--- src/tsc_pkg.sv ---
package tsc_pkg;
    // Register indices on the plain register port
    localparam logic [3:0] SMC_IDX = 4'h0;
    localparam logic [3:0] ETC_IDX = 4'h1;
    localparam logic [3:0] CHF_IDX = 4'h2;
    localparam logic [3:0] CTL_IDX = 4'h3;
    localparam logic [3:0] STA_IDX = 4'h4;
    localparam logic [3:0] CNT_IDX = 4'h5;
    localparam logic [3:0] ARR_IDX = 4'h6;
    // slave_mode_ctrl_reg and tsf_reg fields
    localparam int SMS_LSB = 0;
    localparam int TSS_LSB = 4;
    // ext_trigger_reg fields
    localparam int ETF_LSB = 0;
    localparam int EXT_TRIG_PRESCALE_LSB = 4;
    localparam int ETP_BIT = 6;
    localparam int ECE_BIT = 7;
    // Channel filter / polarity register fields
    localparam int C1F_LSB = 0;
    localparam int C2F_LSB = 4;
    localparam int C1P_BIT = 8;
    localparam int C2P_BIT = 9;
    // Control register bits
    localparam int CEN_BIT = 0;
    localparam int URS_BIT = 1;
    localparam int TIE_BIT = 2;
    localparam int UG_BIT = 3;
    // Status register bits
    localparam int TIF_BIT = 0;
    localparam int UIF_BIT = 1;
    // Mode, source, filter, prescaler and reload reset codes
    localparam logic [2:0] SMS_OFF = 3'h0;
    localparam logic [2:0] SMS_RESET = 3'h4;
    localparam logic [2:0] SMS_GATED = 3'h5;
    localparam logic [2:0] SMS_TRIG = 3'h6;
    localparam logic [2:0] SMS_EXT1 = 3'h7;
    localparam logic [2:0] TS_ITR = 3'h0;
    localparam logic [2:0] TS_TI1 = 3'h5;
    localparam logic [2:0] TS_TI2 = 3'h6;
    localparam logic [2:0] TS_ETR = 3'h7;
    localparam logic [3:0] FILT_NONE = 4'h0;
    localparam logic [1:0] EXT_TRIG_PRESCALE_DIV1 = 2'h0;
    localparam logic [1:0] EXT_TRIG_PRESCALE_DIV2 = 2'h1;
    localparam logic [1:0] EXT_TRIG_PRESCALE_DIV4 = 2'h2;
    localparam logic [15:0] ARR_RESET = 16'hffff;
endpackage

--- src/tsc_slave_ctrl.sv ---
// Strobed register access and the placing of the registers were left to the implementer.
`timescale 1ns/100ps
//Contract
// - Mode 111 counts selected trigger edges
// - Four-bit channel filter, 0000 means none
// - Channel polarity 0 rising, 1 falling
// - Source 110 is input two, 101 one
// - Each clock edge counts and sets flag
// - Pin inputs resynchronized to system clock
// - Ext clock enable counts trigger pin edges outside mode 111
// - Pin prescaler 00 all, 01 halves
// - Pin polarity 0 detects rising edges
// - Four-bit pin filter, 0000 means none
// - Four trigger sources: pin, one, two, other
// - Mode 110 edge sets enable and flag
// - Mode 100 edge clears counter, sets flag
// - Reset mode edge updates when source bit 0
// - Reset mode restarts count from zero
// - Mode 101 counts at level, flags transitions
// - Gated mode never counts without enable
// - Pin clock plus trigger: edge enables count
// - Capture prescaler absent from trigger path
// - Mode off counts internal clock when enabled and ext clock enable clear
module tsc_slave_ctrl
    import tsc_pkg::*;
(
    input wire logic core_clk_i,
    input wire logic rst_b_i,
    input wire logic [3:0] reg_addr_i,
    input wire logic [15:0] reg_wdata_i,
    input wire logic reg_wr_i,
    input wire logic reg_rd_i,
    output logic [15:0] reg_rdata_o,
    input wire logic ext_trigger_pin_i,
    input wire logic timer_input_one_i,
    input wire logic timer_input_two_i,
    input wire logic itr_trigger_out_i,
    output logic [15:0] count_o,
    output logic update_event_o,
    output logic trigger_irq_o
);
    logic [3:0] slave_mode_ctrl_reg;
    logic [7:0] ext_trigger_reg;
    logic [9:0] chan_cfg_reg;
    logic urs_reg, tie_reg, counter_enable_reg;
    logic trigger_flag_reg, uif_reg;
    logic [15:0] count_reg, arr_pre_reg, arr_act_reg;
    logic trg_prev_reg, etr_prev_reg, gate_prev_reg;
    logic ti1_lvl, ti2_lvl, etr_lvl;
    logic [2:0] slave_mode_select;
    logic ece, etr_pol, trg_in, trg_edge, etr_edge, etr_tick;
    logic gate_on, cnt_tick, trig_clear, upd_now, ug_wr;
    logic tif_wr_clr, ctl_wr;

    assign slave_mode_select = slave_mode_ctrl_reg[SMS_LSB +: 3];
    assign ece = ext_trigger_reg[ECE_BIT];
    assign etr_pol = ext_trigger_reg[ETP_BIT];
    assign ctl_wr = reg_wr_i && reg_addr_i == CTL_IDX;
    assign ug_wr = ctl_wr && reg_wdata_i[UG_BIT];
    assign tif_wr_clr = reg_wr_i && reg_addr_i == STA_IDX
                        && !reg_wdata_i[TIF_BIT];

    // Synchronised, filtered inputs; the capture prescaler never sits here
    tsc_sync_filt u_ti1 (
        .core_clk_i(core_clk_i),
        .rst_b_i(rst_b_i),
        .pin_i(timer_input_one_i),
        .filt_i(chan_cfg_reg[C1F_LSB +: 4]),
        .level_o(ti1_lvl)
    );
    tsc_sync_filt u_ti2 (
        .core_clk_i(core_clk_i),
        .rst_b_i(rst_b_i),
        .pin_i(timer_input_two_i),
        .filt_i(chan_cfg_reg[C2F_LSB +: 4]),
        .level_o(ti2_lvl)
    );
    tsc_sync_filt u_etr (
        .core_clk_i(core_clk_i),
        .rst_b_i(rst_b_i),
        .pin_i(ext_trigger_pin_i ^ etr_pol),
        .filt_i(ext_trigger_reg[ETF_LSB +: 4]),
        .level_o(etr_lvl)
    );
    tsc_ext_pre u_pre (
        .core_clk_i(core_clk_i),
        .rst_b_i(rst_b_i),
        .edge_i(etr_edge),
        .div_i(ext_trigger_reg[EXT_TRIG_PRESCALE_LSB +: 2]),
        .tick_o(etr_tick)
    );

    // Trigger source select with polarity
    logic [2:0] tsf_reg;
    always_comb begin
        unique case (tsf_reg)
            TS_TI1: trg_in = ti1_lvl ^ chan_cfg_reg[C1P_BIT];
            TS_TI2: trg_in = ti2_lvl ^ chan_cfg_reg[C2P_BIT];
            TS_ETR: trg_in = etr_lvl;
            default: trg_in = itr_trigger_out_i;
        endcase
    end
    assign trg_edge = trg_in && !trg_prev_reg;
    assign etr_edge = etr_lvl && !etr_prev_reg;
    assign gate_on = slave_mode_select == SMS_GATED && trg_in && counter_enable_reg;
    assign trig_clear = slave_mode_select == SMS_RESET && trg_edge;
    assign upd_now = ug_wr || (trig_clear && !urs_reg);

    always_comb begin
        if (slave_mode_select == SMS_EXT1) begin
            cnt_tick = trg_edge;
        end else if (!counter_enable_reg) begin
            cnt_tick = 1'b0;
        end else if (slave_mode_select == SMS_GATED) begin
            cnt_tick = gate_on && (ece ? etr_tick : 1'b1);
        end else if (ece) begin
            cnt_tick = etr_tick;
        end else begin
            cnt_tick = 1'b1;
        end
    end

    always_ff @(posedge core_clk_i or negedge rst_b_i) begin
        if (!rst_b_i) begin
            trg_prev_reg <= 1'b0;
            etr_prev_reg <= 1'b0;
            gate_prev_reg <= 1'b0;
        end else begin
            trg_prev_reg <= trg_in;
            etr_prev_reg <= etr_lvl;
            gate_prev_reg <= gate_on;
        end
    end

    // Configuration registers
    always_ff @(posedge core_clk_i or negedge rst_b_i) begin
        if (!rst_b_i) begin
            slave_mode_ctrl_reg <= 4'h0;
            tsf_reg <= TS_ITR;
            ext_trigger_reg <= 8'h00;
            chan_cfg_reg <= 10'h000;
            urs_reg <= 1'b0;
            tie_reg <= 1'b0;
            arr_pre_reg <= ARR_RESET;
        end else if (reg_wr_i) begin
            unique case (reg_addr_i)
                SMC_IDX: begin
                    slave_mode_ctrl_reg <= {1'b0, reg_wdata_i[SMS_LSB +: 3]};
                    tsf_reg <= reg_wdata_i[TSS_LSB +: 3];
                end
                ETC_IDX: ext_trigger_reg <= reg_wdata_i[7:0];
                CHF_IDX: chan_cfg_reg <= reg_wdata_i[9:0];
                CTL_IDX: begin
                    urs_reg <= reg_wdata_i[URS_BIT];
                    tie_reg <= reg_wdata_i[TIE_BIT];
                end
                ARR_IDX: arr_pre_reg <= reg_wdata_i;
                default: ;
            endcase
        end
    end

    // Counter enable: trigger mode edge sets it, software writes win else
    always_ff @(posedge core_clk_i or negedge rst_b_i) begin
        if (!rst_b_i) begin
            counter_enable_reg <= 1'b0;
        end else if (slave_mode_select == SMS_TRIG && trg_edge) begin
            counter_enable_reg <= 1'b1;
        end else if (ctl_wr) begin
            counter_enable_reg <= reg_wdata_i[CEN_BIT];
        end
    end

    // Counter; a trigger reset clears it and the next cycle counts again
    always_ff @(posedge core_clk_i or negedge rst_b_i) begin
        if (!rst_b_i) begin
            count_reg <= 16'h0000;
            arr_act_reg <= ARR_RESET;
            uif_reg <= 1'b0;
            update_event_o <= 1'b0;
        end else begin
            update_event_o <= upd_now;
            // Clear first so that a wrap in the same cycle sets it again
            if (reg_wr_i && reg_addr_i == STA_IDX
                && !reg_wdata_i[UIF_BIT]) begin
                uif_reg <= 1'b0;
            end
            if (upd_now) begin
                arr_act_reg <= arr_pre_reg;
            end
            if (trig_clear || ug_wr) begin
                count_reg <= 16'h0000;
            end else if (reg_wr_i && reg_addr_i == CNT_IDX) begin
                count_reg <= reg_wdata_i;
            end else if (cnt_tick) begin
                if (count_reg >= arr_act_reg) begin
                    count_reg <= 16'h0000;
                    arr_act_reg <= arr_pre_reg;
                    uif_reg <= 1'b1;
                end else begin
                    count_reg <= count_reg + 16'h0001;
                end
            end
        end
    end

    // Trigger flag: set beats the software clear
    logic tif_set;
    assign tif_set = (trg_edge && (slave_mode_select == SMS_EXT1 || slave_mode_select == SMS_TRIG
                     || slave_mode_select == SMS_RESET))
                     || (slave_mode_select == SMS_GATED && gate_on != gate_prev_reg);
    always_ff @(posedge core_clk_i or negedge rst_b_i) begin
        if (!rst_b_i) begin
            trigger_flag_reg <= 1'b0;
        end else if (tif_set) begin
            trigger_flag_reg <= 1'b1;
        end else if (tif_wr_clr) begin
            trigger_flag_reg <= 1'b0;
        end
    end

    always_ff @(posedge core_clk_i or negedge rst_b_i) begin
        if (!rst_b_i) begin
            trigger_irq_o <= 1'b0;
            count_o <= 16'h0000;
        end else begin
            trigger_irq_o <= (trigger_flag_reg || tif_set) && tie_reg;
            count_o <= count_reg;
        end
    end

    always_ff @(posedge core_clk_i or negedge rst_b_i) begin
        if (!rst_b_i) begin
            reg_rdata_o <= 16'h0000;
        end else if (reg_rd_i) begin
            unique case (reg_addr_i)
                SMC_IDX: reg_rdata_o <= {9'h000, tsf_reg,
                                         1'b0, slave_mode_ctrl_reg[2:0]};
                ETC_IDX: reg_rdata_o <= {8'h00, ext_trigger_reg};
                CHF_IDX: reg_rdata_o <= {6'h00, chan_cfg_reg};
                CTL_IDX: reg_rdata_o <= {13'h0000, tie_reg, urs_reg,
                                         counter_enable_reg};
                STA_IDX: reg_rdata_o <= {14'h0000, uif_reg, trigger_flag_reg};
                CNT_IDX: reg_rdata_o <= count_reg;
                ARR_IDX: reg_rdata_o <= arr_pre_reg;
                default: reg_rdata_o <= 16'h0000;
            endcase
        end else begin
            reg_rdata_o <= 16'h0000;
        end
    end

    // Assertions
    a_gate_needs_en: assert property (@(posedge core_clk_i)
        disable iff (!rst_b_i) (slave_mode_select == SMS_GATED && !counter_enable_reg
        && !reg_wr_i) |=> count_reg == $past(count_reg))
        else $error("gated count without enable");
    a_reset_clears: assert property (@(posedge core_clk_i)
        disable iff (!rst_b_i) (trig_clear && !ug_wr) |=> count_reg == 16'h0000)
        else $error("reset trigger did not clear");
    a_trig_starts: assert property (@(posedge core_clk_i)
        disable iff (!rst_b_i) (slave_mode_select == SMS_TRIG && trg_edge)
        |=> counter_enable_reg)
        else $error("trigger did not start counter");
    a_flag_sets: assert property (@(posedge core_clk_i)
        disable iff (!rst_b_i) tif_set |=> trigger_flag_reg)
        else $error("trigger flag not set");
    a_flag_sticky: assert property (@(posedge core_clk_i)
        disable iff (!rst_b_i) (trigger_flag_reg && !tif_wr_clr)
        |=> trigger_flag_reg)
        else $error("trigger flag dropped");
    a_update_urs: assert property (@(posedge core_clk_i)
        disable iff (!rst_b_i) (trig_clear && !urs_reg)
        |=> update_event_o)
        else $error("no update on reset trigger");
    a_irq_follows: assert property (@(posedge core_clk_i)
        disable iff (!rst_b_i) (trigger_flag_reg && tie_reg)
        |=> trigger_irq_o)
        else $error("irq missing");
    a_internal_count: assert property (@(posedge core_clk_i)
        disable iff (!rst_b_i) (slave_mode_select == SMS_OFF && !ece && counter_enable_reg
        && !reg_wr_i && count_reg < arr_act_reg)
        |=> count_reg == $past(count_reg) + 16'h0001)
        else $error("internal clock count missing");
endmodule // tsc_slave_ctrl

--- src/tsc_sync_filt.sv ---
`timescale 1ns/100ps
module tsc_sync_filt
    import tsc_pkg::*;
(
    input wire logic core_clk_i,
    input wire logic rst_b_i,
    input wire logic pin_i,
    input wire logic [3:0] filt_i,
    output logic level_o
);
    logic s1_reg, s2_reg, s3_reg;
    logic [4:0] run_reg;
    // Three stages; a change is taken only when stages 2 and 3 agree
    always_ff @(posedge core_clk_i or negedge rst_b_i) begin
        if (!rst_b_i) begin
            s1_reg <= 1'b0;
            s2_reg <= 1'b0;
            s3_reg <= 1'b0;
        end else begin
            s1_reg <= pin_i;
            s2_reg <= s1_reg;
            s3_reg <= s2_reg;
        end
    end
    // Filter: input must hold for filt_i + 1 agreeing samples before passing
    always_ff @(posedge core_clk_i or negedge rst_b_i) begin
        if (!rst_b_i) begin
            run_reg <= 5'h00;
            level_o <= 1'b0;
        end else if (s2_reg != s3_reg || s3_reg == level_o) begin
            run_reg <= 5'h00;
        end else if (filt_i == FILT_NONE
                     || run_reg >= {1'b0, filt_i}) begin
            level_o <= s3_reg;
            run_reg <= 5'h00;
        end else begin
            run_reg <= run_reg + 5'h01;
        end
    end
endmodule // tsc_sync_filt

--- src/tsc_ext_pre.sv ---
`timescale 1ns/100ps
module tsc_ext_pre
    import tsc_pkg::*;
(
    input wire logic core_clk_i,
    input wire logic rst_b_i,
    input wire logic edge_i,
    input wire logic [1:0] div_i,
    output logic tick_o
);
    logic [2:0] cnt_reg;
    logic [2:0] lim;
    always_comb begin
        unique case (div_i)
            EXT_TRIG_PRESCALE_DIV1: lim = 3'h0;
            EXT_TRIG_PRESCALE_DIV2: lim = 3'h1;
            EXT_TRIG_PRESCALE_DIV4: lim = 3'h3;
            default: lim = 3'h7;
        endcase
    end
    always_ff @(posedge core_clk_i or negedge rst_b_i) begin
        if (!rst_b_i) begin
            cnt_reg <= 3'h0;
            tick_o <= 1'b0;
        end else begin
            tick_o <= 1'b0;
            if (edge_i) begin
                if (cnt_reg >= lim) begin
                    cnt_reg <= 3'h0;
                    tick_o <= 1'b1;
                end else begin
                    cnt_reg <= cnt_reg + 3'h1;
                end
            end
        end
    end
endmodule // tsc_ext_pre

--- config.mk ---
export PLATFORM = sky130hd
export DESIGN_NAME = tsc_slave_ctrl
export DESIGN_NICKNAME = d
export VERILOG_FILES = /design/src/tsc_pkg.sv /design/src/tsc_slave_ctrl.sv /design/src/tsc_sync_filt.sv /design/src/tsc_ext_pre.sv
export SDC_FILE = /design/constraint.sdc
export NUM_CORES = 1
export LEC_CHECK = 0
export BUFFER_PORTS_ARGS = -buffer_cell sky130_fd_sc_hd__buf_2
export CORE_MARGIN = 1.5
export CORE_UTILIZATION = 55
export CTS_CLUSTER_SIZE = 24
export DETAILED_ROUTE_END_ITERATION = 8
export PLACE_DENSITY_LB_ADDON = 0.08
export SLEW_MARGIN = 40
export SYNTH_ARGS = -nofsm -noshare
export SYNTH_HDL_FRONTEND = slang
export SYNTH_SLANG_ARGS = --single-unit
--- constraint.sdc ---
create_clock -name core_clk_i -period 5.97 [get_ports core_clk_i]
set_clock_uncertainty 0.2 [all_clocks]
set_input_delay 0.597 -clock core_clk_i [delete_from_list [all_inputs] [get_ports core_clk_i]]
set_output_delay 0.597 -clock core_clk_i [all_outputs]
set_load 0.01 [all_outputs]
# ---- Word-level counts from Yosys, hierarchy flattened
# Index checks and enable logic that the tools add are counted.
dict set report classes {
  n_addsub 5
  reduce_logical 50
  magnitude_cmp 5
  bitwise_logic 6
  n_eq_ne 22
  mux 35
}
# operator n
set ops {}
lappend ops {{16-bit 2-to-1 mux} 10}
lappend ops {{16-bit one-hot mux with 7 select lines} 1}
lappend ops {{5-bit 2-to-1 mux} 6}
lappend ops {{3-bit == test (second input constant)} 7}
lappend ops {{1-bit logical AND} 17}
lappend ops {{16-bit by 1-bit adder with 16-bit output (second input constant)} 1}
lappend ops {{16-bit >= comparator} 1}
lappend ops {{4-bit logical NOT} 4}
lappend ops {{2-bit AND reduction} 8}
lappend ops {{5-bit by 1-bit adder with 5-bit output (second input constant)} 3}
lappend ops {{5-bit by 4-bit >= comparator with 1-bit output} 3}
lappend ops {{1-bit 2-to-1 mux} 15}
lappend ops {{4-bit by 3-bit == test with 1-bit output (second input constant)} 3}
lappend ops {{1-bit logical OR} 12}
lappend ops {{3-bit one-hot mux with 3 select lines} 1}
lappend ops {{4-bit by 2-bit == test with 1-bit output (second input constant)} 2}
lappend ops {{1-bit logical NOT} 5}
lappend ops {{4-bit by 1-bit == test with 1-bit output (second input constant)} 1}
lappend ops {{1-bit != test} 4}
lappend ops {{2-bit nonzero test} 2}
lappend ops {{3-bit by 1-bit adder with 3-bit output (second input constant)} 1}
lappend ops {{1-bit == test} 3}
lappend ops {{3-bit >= comparator} 1}
lappend ops {{3-bit 2-to-1 mux} 1}
lappend ops {{other kinds (7)} 11}
dict set report totals {
  wordCells 159
  inputBits 28
  ff_bits 145
  out_inout_bits 34
}

# ---- Longest topological paths before layout
dict set report depth {
  ltp_word 11
  ltp_mapped 11
  mapped_depth_nobuf 9
}

# ---- Hierarchy
# Synthesis repeated with hierarchy kept, for this count alone.
dict set report hier_totals {
  cells_unflattened 660
  area_unflattened_um2 7312.0
}
# mod area_per_inst_um2 cells_per_inst seq_area_each_um2 instances
set modules_own_cells {}
lappend modules_own_cells {tsc_slave_ctrl 5611.6 502 2892.8 1}
lappend modules_own_cells {tsc_sync_filt 484.2 44 225.2 3}
lappend modules_own_cells {tsc_ext_pre 247.7 26 100.1 1}

# ---- Worst setup path before layout
# No wires, ideal clock.
dict set report synth_path {
  kind {reg2reg}
  from {reg arr_act_reg[1]}
  to {reg arr_act_reg[10]}
  t_arrival_ns 2.475
  setup_ns 0.082
  path_slack_ns 3.212
  stages_incl_launch_ff 12
  n_path_buf 2
  path_cell_list {dfstp_2 > inv_1 > ha_1 > o211ai_1 > a21oi_1 > o41a_1 > o21ai_0 > nand2_1 > a31o_1 > buf_6 > buf_8 > mux2_4}
}
dict set report synth_via {
  elab_chain_cells 5
}
# element line_no
set synth_lines {}
lappend synth_lines {{from (decl)} tsc_slave_ctrl.sv:47} ;# logic [15:0] count_reg, arr_pre_reg, arr_act_reg;
lappend synth_lines {{from (signal assigned)} tsc_slave_ctrl.sv:189} ;# arr_act_reg <= arr_pre_reg;
lappend synth_lines {{from (signal assigned)} tsc_slave_ctrl.sv:198} ;# arr_act_reg <= arr_pre_reg;
lappend synth_lines {{16-bit >= comparator} tsc_slave_ctrl.sv:196} ;# if (count_reg >= arr_act_reg) begin
lappend synth_lines {{16-bit 2-to-1 mux} tsc_slave_ctrl.sv:196}
lappend synth_lines {{16-bit 2-to-1 mux} tsc_slave_ctrl.sv:195} ;# end else if (cnt_tick) begin
lappend synth_lines {{16-bit 2-to-1 mux} tsc_slave_ctrl.sv:193} ;# end else if (reg_wr_i && reg_addr_i == CNT_IDX) begin
lappend synth_lines {{16-bit 2-to-1 mux} tsc_slave_ctrl.sv:191} ;# if (trig_clear || ug_wr) begin
# Every way passes these cells.
# A chain may end at the register's enable or synchronous reset.

# ---- Final worst setup path
dict set report layout_path {
  from {reg arr_act_reg[1]}
  to {reg arr_act_reg[11]}
}
# The elaborated chain is that of the path after synthesis.

==> results.yml <==
cells_and_area:
  final_nets: 758
  area_growth_pct: 15.6
  fin_util_pct: 64.9
  drive_gt1_share_pct: 28.1
  antenna_cells: 0
  stdcell_area_um2: 8120
cts:
  cts.sinks: 145
  htreeDepth: 4
  worstSkewPairLatency_ns: 0.42
  cts_resized: 0
  cts_tree: "yes"
  clk_pin_slew_ns: 0.06
  cts-hold-fix-buffers: 0
  cts_made_buffers: 17
  cts_setup_buffers: 0
  cts.path.max_buffers: 2
  cts_root_buf: "clkbuf_16"
yosys:
  syn-cell-area_um2: 7020
  synth_top_area_share_pct: 40.3
  synth.most_common_cell: "dfrtp_1"
  synth-seq-area-share_pct: 52.2
  synth_area_leader_cell: "dfrtp_1"
  synth_seq_cells: 145
  synth_edf_count: 0
  postSynth.asyncResetShare_pct: 100
  syn_nets: 691
  syn_inst: 627
  yosysWarnings: 0
  syn_area_per_cell_um2: 11.2
  synth.distinct_cells: 57
  ys_top_cells_by_area: "dfrtp_1 (40%), dfstp_2 (12%), mux2_2 (7.7%)"
  ys.flop_type: "dfrtp_1"
  synth_common_cells: "dfrtp_1 (113), nand2_1 (56), mux2_2 (48), nor2_1 (45), ha_1 (36)"
pwr:
  combPwrFrac_pct: 30.5
  power_density_nw_per_um2: 473
  seqPwrFrac_pct: 41.2
  p_sw_share_pct: 33.2
  p_sw_uw: 1270
  max-vdd-ir-drop_uv: 263
  power_frac_clock_pct: 28.3
  p_leak_uw: 0.00378
  p_int_uw: 2570
timing:
  drv_slew: 0
  min_period_ns: 3.41
  final.setup.tns_ns: 0
  hold_violations: 0
  finalSetupViolCount: 0
  tightest_slew_ns: 0.857
  rsz0062_at_grt: "no"
  fmax_ghz: 0.293
  relSlewSlack_pct: 42.3
  fin_crit_sh_pct: 57.1
worst_setup_path:
  path_cells: "inv_1, ha_1, o211ai_1, a21oi_1, o41a_1, o21ai_0, nand2_1, a31o_2, mux2_4"
  critPathArrivalTime_ns: 3.55
  cp_data_required_time_ns: 6.11
  crit_buf_inv: 1
  critPathCaptureType: "flip-flop"
  path_max_fanout: 26
  slowest_delay_ns: 0.60
  cp_top_family: "compound AO/OA/AOI/OAI gates"
  criticalPathCategory: "reg2reg"
  startpoint_type: "flip-flop"
  crit_slowest_cell: "a31o_2"
die:
  core_area_um2: 12500
  die-height_um: 116
  num_rows: 41
  die_width_um: 116
  start_util_pct: 56.1
  die_area_um2: 13500
  ios: 62
detailed_routing:
  wire_per_inst_um: 17.8
  vias_per_cell: 5.81
  drc: 0
  drt-met1-wl_um: 6910
  top_layer: "met4"
  drt_iter0_drc: 345
  dr_wl_met3_um: 681
  vias: 5104
  dr_wl_met2_um: 7810
  wl_um: 15600
  drtAntennaViolNets: 0
  drtPass1Iterations: 5
job:
  drv_cap: 0
min_path:
  hp-class: "in2async"
place:
  io_buffers: 61
  dpl_cell_area_um2: 7510
  gp_congestion: 0.849
  dp_hpwl_um: 11000
outcome:
  status: "completed"
grt:
  grt_pass1_wl_um: 25500
  overflow: 0
  grt_max_degree: 98
  grt.total_usage_pct: 25.3
  antenna_found_initial: 0
  grt_pass1_vias: 5072
[layout make-up]
| class | instances | area [um^2] |
|---|---|---|
| Inverter | 36 | 135 |
| Fill cell | 1030 | 4400 |
| Clock buffer | 23 | 478 |
| Timing Repair Buffer | 68 | 372 |
| Clock inverter | 9 | 130 |
| Tap cell | 172 | 215 |
| Sequential cell | 145 | 3670 |
| Multi-Input combinational cell | 426 | 3120 |
[metal layers]
metal / track usage (%) / vias to the layer above
li1: - / 2391
met1: 32.6 / 2561
met2: 42.2 / 129
met3: 6.01 / 23
met4: 8.21 / 0
met5: 0 / -
[worst register-to-register path, cell delays in order, from the launching register on]
cell	delay [ns]
dfstp_2	0.53
inv_1	0.04
ha_1	0.26
o211ai_1	0.16
a21oi_1	0.06
o41a_1	0.37
o21ai_0	0.23
nand2_1	0.52
a31o_2	0.60
mux2_4	0.37
[power groups by stage]
stage,Clock (uW),Sequential (uW),Combinational (uW)
after global placement,0,1580,1130
final,1090,1580,1170
after detailed placement,0,1590,1170
after CTS,1110,1580,1180
after global routing,1150,1620,1320
after floorplan,0,1520,908
[path summary, 6_finish.rpt]
path,from,end,slack (ns),cells after the start
worst min register to register,u_ti2.s1_reg,u_ti2.s2_reg,0.15,0
worst min-delay path,rst_b_i,trigger_flag_reg,0.009,1
worst max register to register,arr_act_reg[1],arr_act_reg[11],2.56,9
min in group core_clk_i,timer_input_one_i,u_ti1.s1_reg,0.08,1
worst max-delay path,arr_act_reg[1],arr_act_reg[11],2.56,9
max in group asynchronous,rst_b_i,chan_cfg_reg[4],4.46,2
[per-stage QoR]
stage	hold slack (ns)	cells	total power (uW)	worst slack, ns
after CTS	0.0306	879	3870	2.56
after floorplan	0.101	627	2430	3.21
after global placement	0.138	846	2710	2.50
after global routing	0.0526	879	4090	2.32
after detailed placement	0.139	847	2770	2.57
final	0.00853	879	3840	2.56
[cell usage in the layout, fill, tap and decap left out, drive strengths merged, types with 3 or more instances in the layout]
| master | netlist | final |
|---|---|---|
| nor2b | 10 | 10 |
| a22oi | 17 | 17 |
| inv | 36 | 37 |
| or4 | 3 | 3 |
| and3 | 8 | 8 |
| a21oi | 21 | 21 |
| or3 | 4 | 4 |
| o31ai | 12 | 12 |
| clkinv | 0 | 4 |
| nand4 | 4 | 4 |
| a31oi | 3 | 3 |
| a2111oi | 3 | 3 |
| o21ai | 28 | 28 |
| nor2 | 47 | 47 |
| a222oi | 6 | 6 |
| a21o | 15 | 15 |
| xnor2 | 5 | 5 |
| nor4 | 5 | 5 |
| xor2 | 9 | 9 |
| a22o | 11 | 11 |
| nand2b | 10 | 10 |
| buf | 9 | 68 |
| ha | 36 | 36 |
| nand2 | 56 | 56 |
| nand3b | 3 | 3 |
| dfrtp | 113 | 113 |
| a32o | 3 | 3 |
| clkbuf | 11 | 23 |
| mux2 | 58 | 58 |
| bufinv | 0 | 3 |
| nand3 | 17 | 17 |
| nor3b | 4 | 4 |
| nor3 | 7 | 7 |
| dfstp | 32 | 32 |
[cells by family (layout without fill, tap and decap cells)]
| group | Yosys count | count (layout) | synth area share (%) |
|---|---|---|---|
| AOI/OAI and AO/OA | 133 | 133 | 13.5 |
| xor gates and xnor gates | 14 | 14 | 1.75 |
| adders and majority gates | 36 | 36 | 6.41 |
| buffers and inverters | 56 | 136 | 3.46 |
| DFF | 145 | 145 | 52.2 |
| muxes | 60 | 60 | 10.1 |
| and+or+nand+nor | 183 | 183 | 12.5 |
No activity file was read; power rests on OpenSTA's default activity.
